--- src/core/rsi_cfg.svh ---
`ifndef RSI_CFG_SVH
`define RSI_CFG_SVH
// Behaviour
// RQ1: status bits 7 and 3 read 1 while regulator 1 or 0 is enabled.
// RQ2: status bits 6 and 2 read 1 while regulator output is invalid, unfiltered.
// RQ3: status bits 4 and 0 read 1 while regulator current limit is active.
// RQ4: power-good mask at mask_a bit 7 resets to 1; 1 suppresses interrupt.
// RQ5: masks only gate interrupts; live status bits stay untouched by masks.
// RQ6: sync clock mask at mask_a bit 4 resets to 1; 1 blocks interrupt.
// RQ7: thermal warning mask at mask_a bit 2 resets to 0; 1 blocks.
// RQ8: load measurement ready mask at mask_a bit 0 resets to 0; 1 suppresses.
// RQ9: register-reset mask at mask_b bit 0 resets to 1; 1 suppresses.
// RQ10: register-reset mask reloads from one-time memory at every reset.
// RQ11: mask_b bits 7:1 are reserved, read/write, reset to zero.
// RQ12: flag and interrupt raised only on event with its mask bit 0.

// ----------------------------------------
// register map
// ----------------------------------------
`define RSI_REG_LINREG_STAT 8'h1F
`define RSI_REG_MASK_A 8'h20
`define RSI_REG_MASK_B 8'h21
`define RSI_MASK_A_RESET 8'h90
`define RSI_MASK_B_RESET 8'h01
`define RSI_READ_UNMAPPED 8'h00

// ----------------------------------------
// field positions
// ----------------------------------------
`define RSI_ST_LR1_EN 7
`define RSI_ST_LR1_INV 6
`define RSI_ST_LR1_ILIM 4
`define RSI_ST_LR0_EN 3
`define RSI_ST_LR0_INV 2
`define RSI_ST_LR0_ILIM 0
`define RSI_MA_POWER_OK 7
`define RSI_MA_SYNC_CLK 4
`define RSI_MA_THERMAL 2
`define RSI_MA_LOAD_MEAS 0
`define RSI_MB_REG_RESET 0

// ----------------------------------------
// event indices and synchroniser lanes
// ----------------------------------------
`define RSI_EV_POWER_OK 0
`define RSI_EV_SYNC_CLK 1
`define RSI_EV_THERMAL 2
`define RSI_EV_LOAD_MEAS 3
`define RSI_EV_REG_RESET 4
`define RSI_EV_COUNT 5
`define RSI_LN_SCL 0
`define RSI_LN_SDA 1
`define RSI_LN_LR1_EN 2
`define RSI_LN_LR1_INV 3
`define RSI_LN_LR1_ILIM 4
`define RSI_LN_LR0_EN 5
`define RSI_LN_LR0_INV 6
`define RSI_LN_LR0_ILIM 7
`define RSI_LN_EV_BASE 8
`define RSI_LN_OTP 13
`define RSI_LN_COUNT 14

// ----------------------------------------
// serial bus
// ----------------------------------------
`define RSI_BITS_PER_BYTE 4'h8
`define RSI_DEV_ADDR_DEFAULT 7'h5A
`endif

--- src/core/rsi_pkg.sv ---
package rsi_pkg;
  typedef enum logic [3:0] {
    RSI_IDLE = 4'b0000,
    RSI_ADDR = 4'b0001,
    RSI_ADDR_ACK = 4'b0010,
    RSI_REG = 4'b0011,
    RSI_REG_ACK = 4'b0100,
    RSI_WDATA = 4'b0101,
    RSI_WDATA_ACK = 4'b0110,
    RSI_RDATA = 4'b0111,
    RSI_RDATA_ACK = 4'b1000,
    RSI_WAIT = 4'b1001
  } rsi_i2c_e;

  typedef struct packed {
    rsi_i2c_e state;
    logic [3:0] cnt;
    logic [7:0] shift;
    logic [7:0] ptr;
    logic rw;
    logic sda_oe;
    logic scl_d;
    logic sda_d;
    logic [7:0] mask_a;
    logic [7:0] mask_b;
  } rsi_top_s;

  typedef struct packed {
    logic [4:0] prev;
    logic [4:0] flag;
    logic irq;
  } rsi_evt_s;
endpackage : rsi_pkg

--- src/core/rsi_evt_if.sv ---
interface rsi_evt_if;
  logic [4:0] level;
  logic [4:0] mask;
  logic [4:0] flag;
  logic irq;
  modport core (output level, output mask, input flag, input irq);
  modport gate (input level, input mask, output flag, output irq);
endinterface : rsi_evt_if

--- src/core/rsi_top.sv ---
`include "rsi_cfg.svh"

module rsi_top
  import rsi_pkg::*;
#(
  parameter logic [6:0] DEV_ADDR = `RSI_DEV_ADDR_DEFAULT // arbitrary bus address
) (
  input wire logic clk_i,                      // system clock, 20 MHz
  input wire logic reset_i,                    // synchronous reset, high
  input wire logic scl_i,                      // serial clock pin level
  input wire logic sda_i,                      // serial data pin level
  output logic sda_o,                          // serial data drive value
  output logic sda_oe_o,                       // serial data pull low
  input wire logic linreg1_enabled_i,          // regulator 1 on
  input wire logic linreg1_output_invalid_i,   // regulator 1 output bad
  input wire logic linreg1_current_limited_i,  // regulator 1 limiting
  input wire logic linreg0_enabled_i,          // regulator 0 on
  input wire logic linreg0_output_invalid_i,   // regulator 0 output bad
  input wire logic linreg0_current_limited_i,  // regulator 0 limiting
  input wire logic power_ok_live_i,            // power-good level
  input wire logic sync_clk_live_i,            // external clock invalid level
  input wire logic thermal_warning_live_i,     // die warning level
  input wire logic load_meas_ready_i,          // measurement done request
  input wire logic reg_reset_event_i,          // register reset request
  input wire logic otp_reset_reg_mask_i,       // stored mask value
  output logic power_ok_live_o,                // power-good live status
  output logic sync_clk_live_o,                // clock invalid live status
  output logic thermal_warning_live_o,         // thermal warning live status
  output logic power_ok_irq_flag_o,            // power-good flag set pulse
  output logic sync_clk_irq_flag_o,            // clock flag set pulse
  output logic thermal_warning_irq_flag_o,     // thermal flag set pulse
  output logic load_meas_ready_irq_flag_o,     // measurement flag set pulse
  output logic reg_reset_irq_flag_o,           // register reset flag set pulse
  output logic irq_o                           // interrupt pulse
);
  // ----------------------------------------
  // input synchronisers
  // ----------------------------------------
  logic [`RSI_LN_COUNT-1:0] raw;
  logic [`RSI_LN_COUNT-1:0] sy;

  assign raw[`RSI_LN_SCL] = scl_i;
  assign raw[`RSI_LN_SDA] = sda_i;
  assign raw[`RSI_LN_LR1_EN] = linreg1_enabled_i;
  assign raw[`RSI_LN_LR1_INV] = linreg1_output_invalid_i;
  assign raw[`RSI_LN_LR1_ILIM] = linreg1_current_limited_i;
  assign raw[`RSI_LN_LR0_EN] = linreg0_enabled_i;
  assign raw[`RSI_LN_LR0_INV] = linreg0_output_invalid_i;
  assign raw[`RSI_LN_LR0_ILIM] = linreg0_current_limited_i;
  assign raw[`RSI_LN_EV_BASE + `RSI_EV_POWER_OK] = power_ok_live_i;
  assign raw[`RSI_LN_EV_BASE + `RSI_EV_SYNC_CLK] = sync_clk_live_i;
  assign raw[`RSI_LN_EV_BASE + `RSI_EV_THERMAL] = thermal_warning_live_i;
  assign raw[`RSI_LN_EV_BASE + `RSI_EV_LOAD_MEAS] = load_meas_ready_i;
  assign raw[`RSI_LN_EV_BASE + `RSI_EV_REG_RESET] = reg_reset_event_i;
  assign raw[`RSI_LN_OTP] = otp_reset_reg_mask_i;

  rsi_sync #(
    .W(`RSI_LN_COUNT)
  ) u_sync (
    .clk_i(clk_i),
    .d_i(raw),
    .q_o(sy)
  );

  logic scl_s;
  logic sda_s;
  logic [`RSI_EV_COUNT-1:0] ev_level;

  assign scl_s = sy[`RSI_LN_SCL];
  assign sda_s = sy[`RSI_LN_SDA];
  assign ev_level = sy[`RSI_LN_EV_BASE +: `RSI_EV_COUNT];

  // ----------------------------------------
  // regulator status byte
  // ----------------------------------------
  logic [7:0] linreg_stat;

  always_comb
  begin
    // reserved bits 5 and 1 read as zero
    linreg_stat = 8'h00;
    linreg_stat[`RSI_ST_LR1_EN] = sy[`RSI_LN_LR1_EN]; // RQ1
    linreg_stat[`RSI_ST_LR0_EN] = sy[`RSI_LN_LR0_EN]; // RQ1
    // raw, unfiltered: the host sees glitches as they happen
    linreg_stat[`RSI_ST_LR1_INV] = sy[`RSI_LN_LR1_INV]; // RQ2
    linreg_stat[`RSI_ST_LR0_INV] = sy[`RSI_LN_LR0_INV]; // RQ2
    linreg_stat[`RSI_ST_LR1_ILIM] = sy[`RSI_LN_LR1_ILIM]; // RQ3
    linreg_stat[`RSI_ST_LR0_ILIM] = sy[`RSI_LN_LR0_ILIM]; // RQ3
  end

  // ----------------------------------------
  // state
  // ----------------------------------------
  rsi_top_s r;
  rsi_top_s n;

  // ----------------------------------------
  // read mux
  // ----------------------------------------
  logic [7:0] rdata;

  always_comb
  begin
    unique case (r.ptr)
      `RSI_REG_LINREG_STAT:
      begin
        rdata = linreg_stat;
      end
      `RSI_REG_MASK_A:
      begin
        rdata = r.mask_a;
      end
      `RSI_REG_MASK_B:
      begin
        rdata = r.mask_b;
      end
      default:
      begin
        rdata = `RSI_READ_UNMAPPED;
      end
    endcase
  end

  // ----------------------------------------
  // serial slave and register file
  // ----------------------------------------
  logic scl_rise;
  logic scl_fall;
  logic bus_start;
  logic bus_stop;
  logic byte_done;

  always_comb
  begin
    n = r;
    n.scl_d = scl_s;
    n.sda_d = sda_s;
    scl_rise = scl_s & ~r.scl_d;
    scl_fall = ~scl_s & r.scl_d;
    // data moving while the clock is high marks frame boundaries
    bus_start = r.scl_d & scl_s & r.sda_d & ~sda_s;
    bus_stop = r.scl_d & scl_s & ~r.sda_d & sda_s;
    byte_done = (r.cnt == `RSI_BITS_PER_BYTE);
    if (bus_start)
    begin
      n.state = RSI_ADDR;
      n.cnt = 4'h0;
      n.sda_oe = 1'b0;
    end
    else if (bus_stop)
    begin
      n.state = RSI_IDLE;
      n.sda_oe = 1'b0;
    end
    else if (scl_rise)
    begin
      unique case (r.state)
        RSI_ADDR, RSI_REG, RSI_WDATA:
        begin
          n.shift = {r.shift[6:0], sda_s};
          n.cnt = r.cnt + 4'h1;
        end
        RSI_RDATA:
        begin
          n.cnt = r.cnt + 4'h1;
        end
        RSI_RDATA_ACK:
        begin
          // a released line is a refusal: stop sending until the next frame
          if (sda_s)
          begin
            n.state = RSI_WAIT;
          end
          else
          begin
            n.ptr = r.ptr + 8'h01;
          end
        end
        RSI_IDLE, RSI_ADDR_ACK, RSI_REG_ACK, RSI_WDATA_ACK, RSI_WAIT:
        begin
        end
      endcase
    end
    else if (scl_fall)
    begin
      unique case (r.state)
        RSI_ADDR:
        begin
          if (byte_done)
          begin
            if (r.shift[7:1] == DEV_ADDR)
            begin
              n.rw = r.shift[0];
              n.sda_oe = 1'b1;
              n.state = RSI_ADDR_ACK;
            end
            else
            begin
              n.state = RSI_WAIT;
            end
          end
        end
        RSI_REG:
        begin
          if (byte_done)
          begin
            n.ptr = r.shift;
            n.sda_oe = 1'b1;
            n.state = RSI_REG_ACK;
          end
        end
        RSI_WDATA:
        begin
          if (byte_done)
          begin
            unique case (r.ptr)
              `RSI_REG_MASK_A:
              begin
                // reserved bits are plain storage, no effect elsewhere
                n.mask_a = r.shift; // RQ5
              end
              `RSI_REG_MASK_B:
              begin
                n.mask_b = r.shift; // RQ11
              end
              default:
              begin
                // status and unmapped addresses drop the byte, still acked
              end
            endcase
            n.ptr = r.ptr + 8'h01;
            n.sda_oe = 1'b1;
            n.state = RSI_WDATA_ACK;
          end
        end
        RSI_ADDR_ACK:
        begin
          if (r.rw)
          begin
            n.shift = rdata;
            n.sda_oe = ~rdata[7];
            n.cnt = 4'h0;
            n.state = RSI_RDATA;
          end
          else
          begin
            n.sda_oe = 1'b0;
            n.cnt = 4'h0;
            n.state = RSI_REG;
          end
        end
        RSI_REG_ACK, RSI_WDATA_ACK:
        begin
          n.sda_oe = 1'b0;
          n.cnt = 4'h0;
          n.state = RSI_WDATA;
        end
        RSI_RDATA:
        begin
          if (byte_done)
          begin
            n.sda_oe = 1'b0;
            n.state = RSI_RDATA_ACK;
          end
          else
          begin
            n.shift = {r.shift[6:0], 1'b0};
            n.sda_oe = ~r.shift[6];
          end
        end
        RSI_RDATA_ACK:
        begin
          // pointer already advanced on the acknowledging edge
          n.shift = rdata;
          n.sda_oe = ~rdata[7];
          n.cnt = 4'h0;
          n.state = RSI_RDATA;
        end
        RSI_IDLE, RSI_WAIT:
        begin
        end
      endcase
    end
    if (reset_i)
    begin
      n = '0;
      n.state = RSI_IDLE;
      // bus idles high; avoids a false clock rise right after reset
      n.scl_d = 1'b1;
      n.sda_d = 1'b1;
      n.mask_a = `RSI_MASK_A_RESET; // RQ4 RQ6 RQ7 RQ8
      n.mask_b = `RSI_MASK_B_RESET; // RQ9 RQ11
      // host writes to this bit only last until the next reset
      n.mask_b[`RSI_MB_REG_RESET] = sy[`RSI_LN_OTP]; // RQ10
    end
  end

  always_ff @(posedge clk_i)
  begin
    r <= n;
  end

  // ----------------------------------------
  // event gating
  // ----------------------------------------
  rsi_evt_if evt ();

  assign evt.level = ev_level;
  assign evt.mask[`RSI_EV_POWER_OK] = r.mask_a[`RSI_MA_POWER_OK]; // RQ4
  assign evt.mask[`RSI_EV_SYNC_CLK] = r.mask_a[`RSI_MA_SYNC_CLK]; // RQ6
  assign evt.mask[`RSI_EV_THERMAL] = r.mask_a[`RSI_MA_THERMAL]; // RQ7
  assign evt.mask[`RSI_EV_LOAD_MEAS] = r.mask_a[`RSI_MA_LOAD_MEAS]; // RQ8
  assign evt.mask[`RSI_EV_REG_RESET] = r.mask_b[`RSI_MB_REG_RESET]; // RQ9

  rsi_evt_gate u_evt_gate (
    .clk_i(clk_i),
    .reset_i(reset_i),
    .evt(evt)
  );

  // ----------------------------------------
  // outputs
  // ----------------------------------------
  // open-drain: only ever pulls low
  assign sda_o = 1'b0;
  assign sda_oe_o = r.sda_oe;
  // live levels bypass the masks entirely
  assign power_ok_live_o = ev_level[`RSI_EV_POWER_OK]; // RQ5
  assign sync_clk_live_o = ev_level[`RSI_EV_SYNC_CLK]; // RQ5
  assign thermal_warning_live_o = ev_level[`RSI_EV_THERMAL]; // RQ5
  assign power_ok_irq_flag_o = evt.flag[`RSI_EV_POWER_OK];
  assign sync_clk_irq_flag_o = evt.flag[`RSI_EV_SYNC_CLK];
  assign thermal_warning_irq_flag_o = evt.flag[`RSI_EV_THERMAL];
  assign load_meas_ready_irq_flag_o = evt.flag[`RSI_EV_LOAD_MEAS];
  assign reg_reset_irq_flag_o = evt.flag[`RSI_EV_REG_RESET];
  assign irq_o = evt.irq;
endmodule : rsi_top

--- src/core/rsi_sync.sv ---
module rsi_sync #(
  parameter int W = 1
) (
  input wire logic clk_i,          // system clock
  input wire logic [W-1:0] d_i,    // asynchronous inputs
  output logic [W-1:0] q_o         // synchronised copy
);
  typedef struct packed {
    logic [W-1:0] meta;
    logic [W-1:0] stable;
  } rsi_sync_s;

  rsi_sync_s r;
  rsi_sync_s n;

  // data path only: no reset, reset is held long enough to flush it
  always_comb
  begin
    n = r;
    n.meta = d_i;
    n.stable = r.meta;
  end

  always_ff @(posedge clk_i)
  begin
    r <= n;
  end

  assign q_o = r.stable;
endmodule : rsi_sync

--- src/core/rsi_evt_gate.sv ---
module rsi_evt_gate
  import rsi_pkg::*;
(
  input wire logic clk_i,    // system clock
  input wire logic reset_i,  // synchronous reset, high
  rsi_evt_if.gate evt        // event levels, masks, flags
);
  rsi_evt_s r;
  rsi_evt_s n;
  logic [4:0] rise;

  always_comb
  begin
    n = r;
    rise = evt.level & ~r.prev;
    n.prev = evt.level;
    // a set mask only drops the pulse, the level itself passes on untouched
    n.flag = rise & ~evt.mask; // RQ12 RQ5
    n.irq = |(rise & ~evt.mask); // RQ12
    if (reset_i)
    begin
      n = '0;
      // no event on the first level seen after reset
      n.prev = evt.level;
    end
  end

  always_ff @(posedge clk_i)
  begin
    r <= n;
  end

  assign evt.flag = r.flag;
  assign evt.irq = r.irq;
endmodule : rsi_evt_gate

--- config.mk ---
export PLATFORM = sky130hd
export DESIGN_NAME = rsi_top
export DESIGN_NICKNAME = d
export VERILOG_FILES = /design/src/core/rsi_pkg.sv /design/src/core/rsi_evt_if.sv /design/src/core/rsi_top.sv /design/src/core/rsi_sync.sv /design/src/core/rsi_evt_gate.sv
export VERILOG_INCLUDE_DIRS = /design/src /design/src/core
export SDC_FILE = /design/constraint.sdc
export NUM_CORES = 1
export LEC_CHECK = 0
export BUFFER_PORTS_ARGS = -buffer_cell sky130_fd_sc_hd__buf_2
export CORE_MARGIN = 2
export CORE_UTILIZATION = 49
export DETAILED_ROUTE_END_ITERATION = 7
export GPL_ROUTABILITY_DRIVEN = 0
export PLACE_DENSITY = 0.7
export SLEW_MARGIN = 20
export SYNTH_ARGS = -nofsm -noshare
export SYNTH_HDL_FRONTEND = slang
export SYNTH_SLANG_ARGS = --single-unit
--- constraint.sdc ---
create_clock -name clk_i -period 1.7 [get_ports clk_i]
set_input_delay 0 -clock clk_i [delete_from_list [all_inputs] [get_ports clk_i]]
set_output_delay 0 -clock clk_i [all_outputs]
set_load 0.02 [all_outputs]
==> results of run 1 <==
-- routing by layer --
metal / part of all wire, % / GRT usage (%) / vias to the layer above / wire, um
met1: 43 / 32.8 / 1739 / 4690
met3: 6.2 / 4.65 / 25 / 674
met5: 0 / 0 / - / 0
li1: - / - / 1702 / -
met4: 2.2 / 8.33 / 0 / 238
met2: 49 / 41.2 / 161 / 5330
-- final timing paths --
check                                    startpoint                    end  depth (start not counted)
worst max-delay path             r[40]$_SDFFE_PP0P_     r[26]$_SDFFE_PP0P_                          6
worst min register to register  u_sync.n[0]$_DFF_P_  u_sync.q_o[0]$_DFF_P_                          0
worst max register to register   r[40]$_SDFFE_PP0P_     r[26]$_SDFFE_PP0P_                          6
worst min-delay path                power_ok_live_i    u_sync.n[8]$_DFF_P_                          2
-- report_power, final --
| part | total [uW] | switching (uW) | leakage (uW) | internal [uW] |
|---|---|---|---|---|
| Combinational | 409 | 212 | 0.00151 | 197 |
| Clock | 1440 | 858 | 0.000101 | 582 |
| Sequential | 2030 | 32.4 | 0.000692 | 2000 |
-- cells in the mapped netlist (2+ instances only) --
library cell | number | area [um^2]
a22oi_1 | 10 | 75.1
xor2_1 | 2 | 17.5
nor2b_1 | 5 | 31.3
a311oi_1 | 3 | 26.3
nand4_1 | 3 | 18.8
nand2_1 | 18 | 67.6
or2_2 | 3 | 18.8
nor4_1 | 2 | 12.5
buf_2 | 7 | 35.0
nor3_1 | 12 | 60.1
nand4b_1 | 2 | 17.5
dfxtp_1 | 82 | 1640
nand2b_1 | 3 | 18.8
buf_6 | 2 | 22.5
ha_1 | 9 | 113
buf_4 | 4 | 30.0
o32ai_1 | 2 | 17.5
nor3b_1 | 5 | 37.5
mux2i_1 | 18 | 180
a2bb2oi_1 | 2 | 17.5
o211ai_1 | 4 | 30.0
or3_1 | 4 | 25.0
clkbuf_1 | 8 | 30.0
o2bb2ai_1 | 2 | 17.5
a21o_1 | 3 | 22.5
o211a_1 | 2 | 20.0
a211o_1 | 4 | 35.0
mux2_2 | 2 | 22.5
nand3_1 | 6 | 30.0
nand4_2 | 2 | 25.0
a22o_1 | 11 | 96.3
buf_1 | 2 | 7.51
a21oi_1 | 20 | 100
inv_1 | 13 | 48.8
nor2_1 | 45 | 169
nand3b_1 | 4 | 30.0
a31oi_1 | 4 | 25.0
xnor2_1 | 2 | 17.5
o21ai_1 | 2 | 10.0
o21ai_0 | 22 | 110
a211oi_1 | 9 | 67.6
and2_1 | 8 | 50.1
-- cell families (layout without fill, tap and decap cells) --
family,Yosys count,in the layout
muxes,20,20
xor gates and xnor gates,4,4
buffers and inverters,36,168
DFF,83,83
other,1,1
AOI/OAI and AO/OA,109,110
adders and majority gates,9,9
and+or+nand+nor,135,135
-- worst max-delay path, stage by stage (launching register included) --
cell	delay, ps
dfxtp_4	390
or4b_4	570
nor3_4	220
o21a_4	250
buf_6	120
o21ai_2	50
a31oi_1	140
-- through the flow --
step	worst slack (ps)	power (uW)	setup TNS [ps]
finish	-112	3880	-1940
global placement	-119	2360	-2460
detailed placement	-179	2370	-3560
floorplan	0.360	2240	0
global route	-199	4000	-5090
CTS	-78.8	3820	-1070
-- flip-flops by register name (all words and copies together), names as in the netlist --
register / cells
u_evt_gate.evt.irq: 1
u_sync.q_o: 14
sda_oe_o: 1
evt.mask: 5
u_evt_gate.evt.flag: 5
u_sync.n: 14
u_evt_gate.r: 5
r: 38
-- cell type report --
cell class	count	share of cell area, %
Sequential cell	83	31.2
Clock inverter	7	1.35
Multi-Input combinational cell	279	42.0
Inverter	13	0.895
Clock buffer	9	2.27
Timing Repair Buffer	139	20.0
Tap cell	99	2.27
-- what timing repair did --
| action | 4_1_cts | 5_1_grt |
|---|---|---|
| endpoints found under the hold margin | 18 | 0 |
| gates resized for setup | 48 | 66 |
| setup buffers | 9 | 15 |
| endpoints found under the setup margin | 38 | 42 |
| pin swaps | 18 | 44 |
| hold buffers | 15 | 0 |
| cloned | 1 | 0 |
==> flow_summary_export.csv, run 1 <==
group,metric,value,unit
clocking,cts.path.max_buffers,2,
die,initial_core_util,50.9,%
die,die_x,91.0,um
finish,drive_gt1_share,43.4,%
sta,worst_slack,-112,ps
finish,multi_input_area,2290,um^2
placed_design,dp_cells,576,
sta,rsz0062_at_grt,"true",
finish,final_common_cell,"buf_4",
job,drv_cap,0,
finish,seqCellArea,1700,um^2
status,violations,"negative setup slack",
global_routing,grt_first_pass_wirelength,16700,um
route,drc,0,
synthesis,ys_ff_latch,83,
synthesis,synthXorXnorAreaFrac,0.944,%
sta,post-route-period-util,107,%
global_routing,antenna_found_initial,0,
global_routing,grt_max_degree,21,
power_and_ir_drop,p_per_area,712,nW/um^2
route,drt_iter0_markers,259,
die,die-height,91.0,um
finish,final_cells,629,
synthesis,synth_compound_area_share,20.4,%
finish,design_area,5450,um^2
synthesis,syn-num-nets,422,
route,viasPerCell,5.77,
hold_path,hold_class,"in2reg",
route,wl_per_cell,17.4,um
synthesis,synth_flop_cell,"dfxtp_1",
finish,nets,550,
die,die_area,8290,um^2
global_routing,grt_usage,24.9,%
die,ios,27,
power_and_ir_drop,leakage,0.00230,uW
finish,fillers,503,
clocking,clock-root-buffer,"clkbuf_8",
synthesis,synthMuxAreaShare,5.46,%
synthesis,yosys_warnings,0,
worst_setup_path,critical_path.endpoint_type,"flop",
clocking,clk_latency,370,ps
worst_setup_path,critPathRequiredTime,2000,ps
finish,antenna_cells,0,
finish,finalCoreUtilization,74.7,%
sta,tightest_slew,653,ps
clocking,cts_num_sinks,83,
worst_setup_path,r2r_slack,-110,ps
synthesis,synth_top_family_by_area,"simple AND/OR/NAND/NOR gates",
synthesis,synth_async_sr_flop_share,0,%
synthesis,synthesis.area,3710,um^2
clocking,cts_buffers,9,
placed_design,hpwl,6810,um
synthesis,ys_types,66,
clocking,cts.htree.levels,3,
global_routing,grt.overflow.total,0,
die,rows,31,
sta,relSlewSlack,56.0,%
worst_setup_path,worstPathArrival,2110,ps
synthesis,postSynthAreaPerCell,9.35,um^2
route,drt-total-wl,10900,um
sta,max_freq,552,MHz
sta,skew,18.8,ps
placed_design,port_buffers,25,
synthesis,synthAdderAreaFrac,3.03,%
power_and_ir_drop,peakVddDrop,0.767,mV
route,num_vias,3627,
sta,period_needed,1810,ps
synthesis,synth_edf_count,1,
route,drtAntennaViolNets,0,
worst_setup_path,path_max_fanout,6,
synthesis,synthSimpleGateAreaFrac,20.4,%
synthesis,netlist_instances,397,
worst_setup_path,start_kind,"flop",
clocking,path_clk_slew,110,ps
sta,hold_viol_final,0,
sta,maxSlewViolCount,0,
worst_setup_path,critPathKind,"reg2reg",
status,status,"finished, violations left",
finish,layout_common_cells,"82 x buf_4, 68 x dfxtp_1, 40 x nor2_1",
route,first_pass_iters,4,
clocking,cts_tree,"done",
synthesis,ys_seq_area_share,45.0,%
sta,setup_violations,37,
placed_design,place_area,4480,um^2
finish,area_growth,46.9,%
die,fp.coreArea,7290,um^2
sta,fin_hold_ws,256,ps
global_routing,grt_pass1_vias,3370,
(Power assumes the default switching activity.)
==> run 2: changes to the inputs <==
--- a/config.mk
+++ b/config.mk
@@ -12,6 +12,7 @@
 export DETAILED_ROUTE_END_ITERATION = 7
 export GPL_ROUTABILITY_DRIVEN = 0
 export PLACE_DENSITY = 0.7
+export REMOVE_ABC_BUFFERS = 1
 export SLEW_MARGIN = 20
 export SYNTH_ARGS = -nofsm -noshare
 export SYNTH_HDL_FRONTEND = slang
==> run 2 against run 1 <==
  * The run still ends with negative setup slack left
  * Non-clock buffer count down 9
  * Register-to-register slack gained 30 ps
  * First-iteration DRC count is 61% higher
  * Wire length down 3.9%
  * Maximum frequency grew 1.7%
  * Critical path depth up 3
  * Utilization down 3.1 points
  * Clock power about the same
  * Critical endpoint is now r[23]$_SDFFE_PP0P_
  * Largest power group unchanged
  * Highest routed layer unchanged
==> flow_summary_export.csv, run 2 (synthesized netlist as in run 1, its figures left out) <==
group,metric,value,unit
worst_setup_path,startpoint,"r[36]$_SDFFE_PP0P_",
worst_setup_path,critical_path.endpoint_type,"flop",
finish,nets,541,
global_routing,grt.overflow.total,0,
route,first_pass_iters,6,
route,wl_per_cell,16.9,um
finish,finalCoreUtilization,71.6,%
clocking,cts.htree.levels,3,
status,violations,"negative setup slack",
finish,top_register,"r",
sta,skew,6.49,ps
clocking,cts.path.max_buffers,2,
route,drt_iter0_markers,417,
worst_setup_path,reg2reg_depth,9,
global_routing,grt_max_degree,23,
global_routing,grt_first_pass_wirelength,16600,um
finish,design_area,5220,um^2
sta,fin_hold_ws,273,ps
placed_design,port_buffers,25,
route,num_vias,3577,
worst_setup_path,critPathKind,"reg2reg",
worst_setup_path,rr_startpoint,"r[36]$_SDFFE_PP0P_",
worst_setup_path,worstPathCellList,"inv_2 -> ha_4 -> nand3b_1 -> buf_6 -> nor4_4 -> buf_4 -> o21a_4 -> a21oi_2 -> a211oi_2",
worst_setup_path,path_max_fanout,7,
sta,period_needed,1780,ps
die,die_area,8290,um^2
worst_setup_path,crit_slowest_cell,"dfxtp_2",
finish,drive_gt1_share,39.5,%
sta,setup_violations,15,
global_routing,grt_usage,25.1,%
clocking,cts_buffers,9,
worst_setup_path,critPathRequiredTime,1970,ps
clocking,clk_latency,360,ps
worst_setup_path,worstPathArrival,2050,ps
worst_setup_path,crit_cells,9,
clocking,path_clk_slew,90,ps
die,rows,31,
die,ios,27,
worst_setup_path,cp.buffers_inverters,3,
placed_design,place_area,4390,um^2
finish,layout_common_cells,"78 x buf_4, 70 x dfxtp_1, 42 x nor2_1",
hold_path,hold_class,"in2reg",
sta,worst_slack,-81.0,ps
die,initial_core_util,50.9,%
placed_design,pre_cts_slack,-254,ps
route,viasPerCell,5.77,
clocking,cts_num_sinks,83,
sta,max_freq,561,MHz
route,drtAntennaViolNets,0,
global_routing,antenna_found_initial,0,
sta,tightest_slew,505,ps
finish,largest_reg_flops,38,
sta,maxSlewViolCount,0,
status,status,"finished, violations left",
worst_setup_path,crit_family,"compound AO/OA/AOI/OAI gates",
clocking,cts_tree,"done",
route,drt-total-wl,10500,um
worst_setup_path,slowest_delay,330,ps
finish,antenna_cells,0,
hold_path,worstHoldPathCells,2,
sta,post-route-period-util,105,%
sta,rsz0062_at_grt,"true",
sta,hold_viol_final,0,
hold_path,hp-start,"linreg1_current_limited_i",
power_and_ir_drop,p_per_area,739,nW/um^2
die,die-height,91.0,um
placed_design,hpwl,6830,um
power_and_ir_drop,peakVddDrop,0.712,mV
sta,relSlewSlack,66.0,%
route,drc,0,
die,die_x,91.0,um
job,drv_cap,0,
finish,final_common_cell,"buf_4",
die,fp.coreArea,7290,um^2
finish,area_growth,40.7,%
power_and_ir_drop,leakage,0.00221,uW
worst_setup_path,start_kind,"flop",
clocking,clock-root-buffer,"clkbuf_8",
global_routing,grt_pass1_vias,3385,
run 2: changes by cell type in the layout (fill, tap and decap cells not counted), sizes merged:
| cell | delta |
|---|---|
| inv | -1 |
| clkinv | -1 |
| bufinv | +1 |
| buf | -9 |
| clkinvlp | +1 |
run 2: metrics by stage:
stage                     power [uW]  TNS [ps]  std cells
after global placement          2340     -3590        572
after floorplan                 2210     -5040        374
after detailed placement        2350     -4980        572
after CTS                       3850      -345        611
after global routing            3990     -2200        620
final                           3860      -483        620
run 2: cell type report:
class                      count  area, um^2
multi-input combinational    279        2130
clock buffer                   9         124
sequential                    83        1700
fill                         538        2070
timing repair buffer         130        1010
clock inverter                 7        78.8
tap                           99         124
inverter                      13        52.6
run 2: power by group:
group / internal [uW] / switching (uW) / total, uW
Clock: 703 / 765 / 1470
Combinational: 170 / 196 / 366
Sequential: 2000 / 28.6 / 2030
run 2: metal layers:
layer  share of wire [%]  track usage, %  routed length, um
met1                  41            31.3               4300
met2                  49            42.2               5150
met3                 7.0            5.56                735
met4                 3.0            10.1                311
met5                   0               0                  0
run 2: worst paths after layout:
path         slack (ps)                     to
max                 -80     r[23]$_SDFFE_PP0P_
min                 270    u_sync.n[4]$_DFF_P_
max reg2reg         -80     r[23]$_SDFFE_PP0P_
min reg2reg         330  u_sync.q_o[5]$_DFF_P_
run 2: what timing repair did:
item,CTS,global route
endpoints found under the setup margin,38,41
buffers inserted,9,9
resized for setup,58,37
pin swaps,17,11
cloned,1,0
hold endpoints to repair,18,0
hold buffers,15,0
==> run 3: changes to the inputs <==
--- a/config.mk
+++ b/config.mk
@@ -7,6 +7,7 @@
 export NUM_CORES = 1
 export LEC_CHECK = 0
 export BUFFER_PORTS_ARGS = -buffer_cell sky130_fd_sc_hd__buf_2
+export CORE_ASPECT_RATIO = 1.5
 export CORE_MARGIN = 2
 export CORE_UTILIZATION = 49
 export DETAILED_ROUTE_END_ITERATION = 7
==> run 3 against run 2 <==
  * The run still ends with negative setup slack left
  * Highest routed layer unchanged
  * Sequential share of layout area is 0.42 points lower
  * Utilization increased by 0.62 points
  * Wire length increased by 0.13%
  * First-iteration DRC count decreased by 41%
  * Sequential power is essentially flat
  * Largest cell class unchanged
  * Worst hold slack lost 2.7 ps
  * Maximum frequency fell by 2.5%
  * Final cell count is 1.9% higher
  * Clock-buffer cell count is 2 higher
  * Critical path depth shrank 1
==> flow_summary_export.csv, run 3 (synthesized netlist as in run 1, its figures left out) <==
group,metric,value,unit
status,violations,"negative setup slack",
sta,setup_violations,25,
global_routing,grt.overflow.total,0,
power_and_ir_drop,p_switching,938,uW
sta,worst_slack,-127,ps
global_routing,antenna_found_initial,0,
placed_design,hpwl,6970,um
route,first_pass_iters,5,
worst_setup_path,worstPathCellList,"inv_2 -> ha_4 -> nand3b_1 -> buf_6 -> a21o_1 -> o211ai_1 -> nor2_2 -> a22o_1",
global_routing,grt_pass1_vias,3405,
route,drtAntennaViolNets,0,
route,drt_iter0_markers,247,
placed_design,pre_cts_slack,-172,ps
sta,hold_viol_final,0,
status,status,"finished, violations left",
hold_path,hold_class,"in2reg",
worst_setup_path,slowest_delay,380,ps
sta,relSlewSlack,62.7,%
route,num_vias,3596,
finish,nets,552,
clocking,clock-root-buffer,"clkbuf_8",
power_and_ir_drop,leakage,0.00227,uW
clocking,cts.path.max_buffers,2,
power_and_ir_drop,p_per_area,704,nW/um^2
finish,antenna_cells,0,
die,ios,27,
clocking,path_clk_slew,80,ps
finish,final_cells,632,
finish,area_growth,41.6,%
route,drt-total-wl,10500,um
clocking,clk_latency,360,ps
finish,seqCellArea,1690,um^2
sta,rsz0062_at_grt,"true",
power_and_ir_drop,combPwrFrac,10.5,%
finish,layout_common_cells,"88 x buf_4, 73 x dfxtp_1, 38 x nor2_1",
die,die_x,75.1,um
route,viasPerCell,5.69,
finish,final_common_cell,"buf_4",
power_and_ir_drop,power_frac_clock,34.7,%
finish,fillers,516,
clocking,cts.htree.levels,3,
finish,top_register,"r",
sta,max_freq,547,MHz
global_routing,grt_first_pass_wirelength,15700,um
sta,maxSlewViolCount,0,
global_routing,grt_usage,24.5,%
placed_design,port_buffers,25,
route,wl_per_cell,16.6,um
global_routing,grt_max_degree,19,
power_and_ir_drop,peakVddDrop,1.22,mV
finish,multi_input_area,2130,um^2
die,initial_core_util,51.0,%
worst_setup_path,critical_path.endpoint_type,"flop",
die,rows,38,
worst_setup_path,critPathRequiredTime,1960,ps
worst_setup_path,critPathKind,"reg2reg",
worst_setup_path,crit_slowest_cell,"o211ai_1",
worst_setup_path,start_kind,"flop",
job,drv_cap,0,
die,die_area,8300,um^2
route,drc,0,
die,fp.coreArea,7270,um^2
sta,fin_tns_setup,-1150,ps
sta,post-route-period-util,107,%
worst_setup_path,worstPathArrival,2090,ps
finish,largest_reg_flops,38,
clocking,cts_buffers,9,
sta,skew,10.3,ps
sta,tightest_slew,553,ps
sta,period_needed,1830,ps
power_and_ir_drop,power_frac_seq,54.9,%
worst_setup_path,path_max_fanout,4,
die,die-height,111,um
clocking,cts_tree,"done",
finish,drive_gt1_share,40.0,%
placed_design,dp_cells,580,
clocking,cts_num_sinks,83,
power_and_ir_drop,netSwitchingFraction,25.4,%
power_and_ir_drop,intPower,2760,uW
==> run 3: per-layer routing <==
metal  part of all wire, %  track usage [%]  wire length (um)
met2                    52             41.0              5420
met1                    38             27.8              4010
met5                     0                0                 0
met3                   4.9             4.65               516
met4                   5.4             14.3               570
==> run 3: final cells by class <==
| type | instances | area share [%] |
|---|---|---|
| Clock inverter | 5 | 0.691 |
| Clock buffer | 11 | 2.69 |
| Tap cell | 100 | 2.38 |
| Timing Repair Buffer | 141 | 20.6 |
| Multi-Input combinational cell | 279 | 40.5 |
| Sequential cell | 83 | 32.2 |
| Inverter | 13 | 1.00 |
==> run 3: critical path, delay by kind of cell, from the launching register on <==
kind | cells | cell delay, ps
AO/OA/AOI/OAI | 3 | 790
AND/OR/NAND/NOR | 2 | 250
flip-flops | 1 | 330
buffers and inverters | 2 | 240
adder cells (fa/ha/maj) | 1 | 130
==> run 3: power groups by stage <==
stage	logic, uW	clock network [uW]	registers (uW)
6_report	387	1280	2030
5_1_grt	409	1380	2040
4_1_cts	323	1300	2030
3_5_place_dp	285	0	2080
3_3_place_gp	282	0	2080
2_1_floorplan	124	0	2090
==> run 3: worst paths after layout <==
kind / start / endpoint / slack (ps) / depth (start not counted)
hold / removal: linreg0_output_invalid_i / u_sync.n[6]$_DFF_P_ / 270 / 2
hold reg to reg: u_sync.n[5]$_DFF_P_ / u_sync.q_o[5]$_DFF_P_ / 330 / 0
setup / recovery: r[36]$_SDFFE_PP0P_ / r[34]$_SDFFE_PP0P_ / -130 / 8
setup reg to reg: r[36]$_SDFFE_PP0P_ / r[34]$_SDFFE_PP0P_ / -130 / 8
==> run 3: what timing repair did <==
item	in CTS	in global routing
hold buffers	15	0
endpoints found under the setup margin	37	41
endpoints found under the hold margin	15	0
pin swaps	17	21
cloned	1	0
setup buffers	3	17
resized for setup	34	56
==> run 3: through the flow <==
step | hold slack (ps) | total power, uW | util [%] | cell area, um^2
global route | 265 | 3830 | 72.2 | 5250
floorplan | 27.7 | 2210 | - | 3590
global placement | 103 | 2360 | 61.1 | 4440
detailed placement | 104 | 2360 | 61.1 | 4440
CTS | 258 | 3660 | 67.4 | 4900
finish | 270 | 3700 | 72.2 | 5250
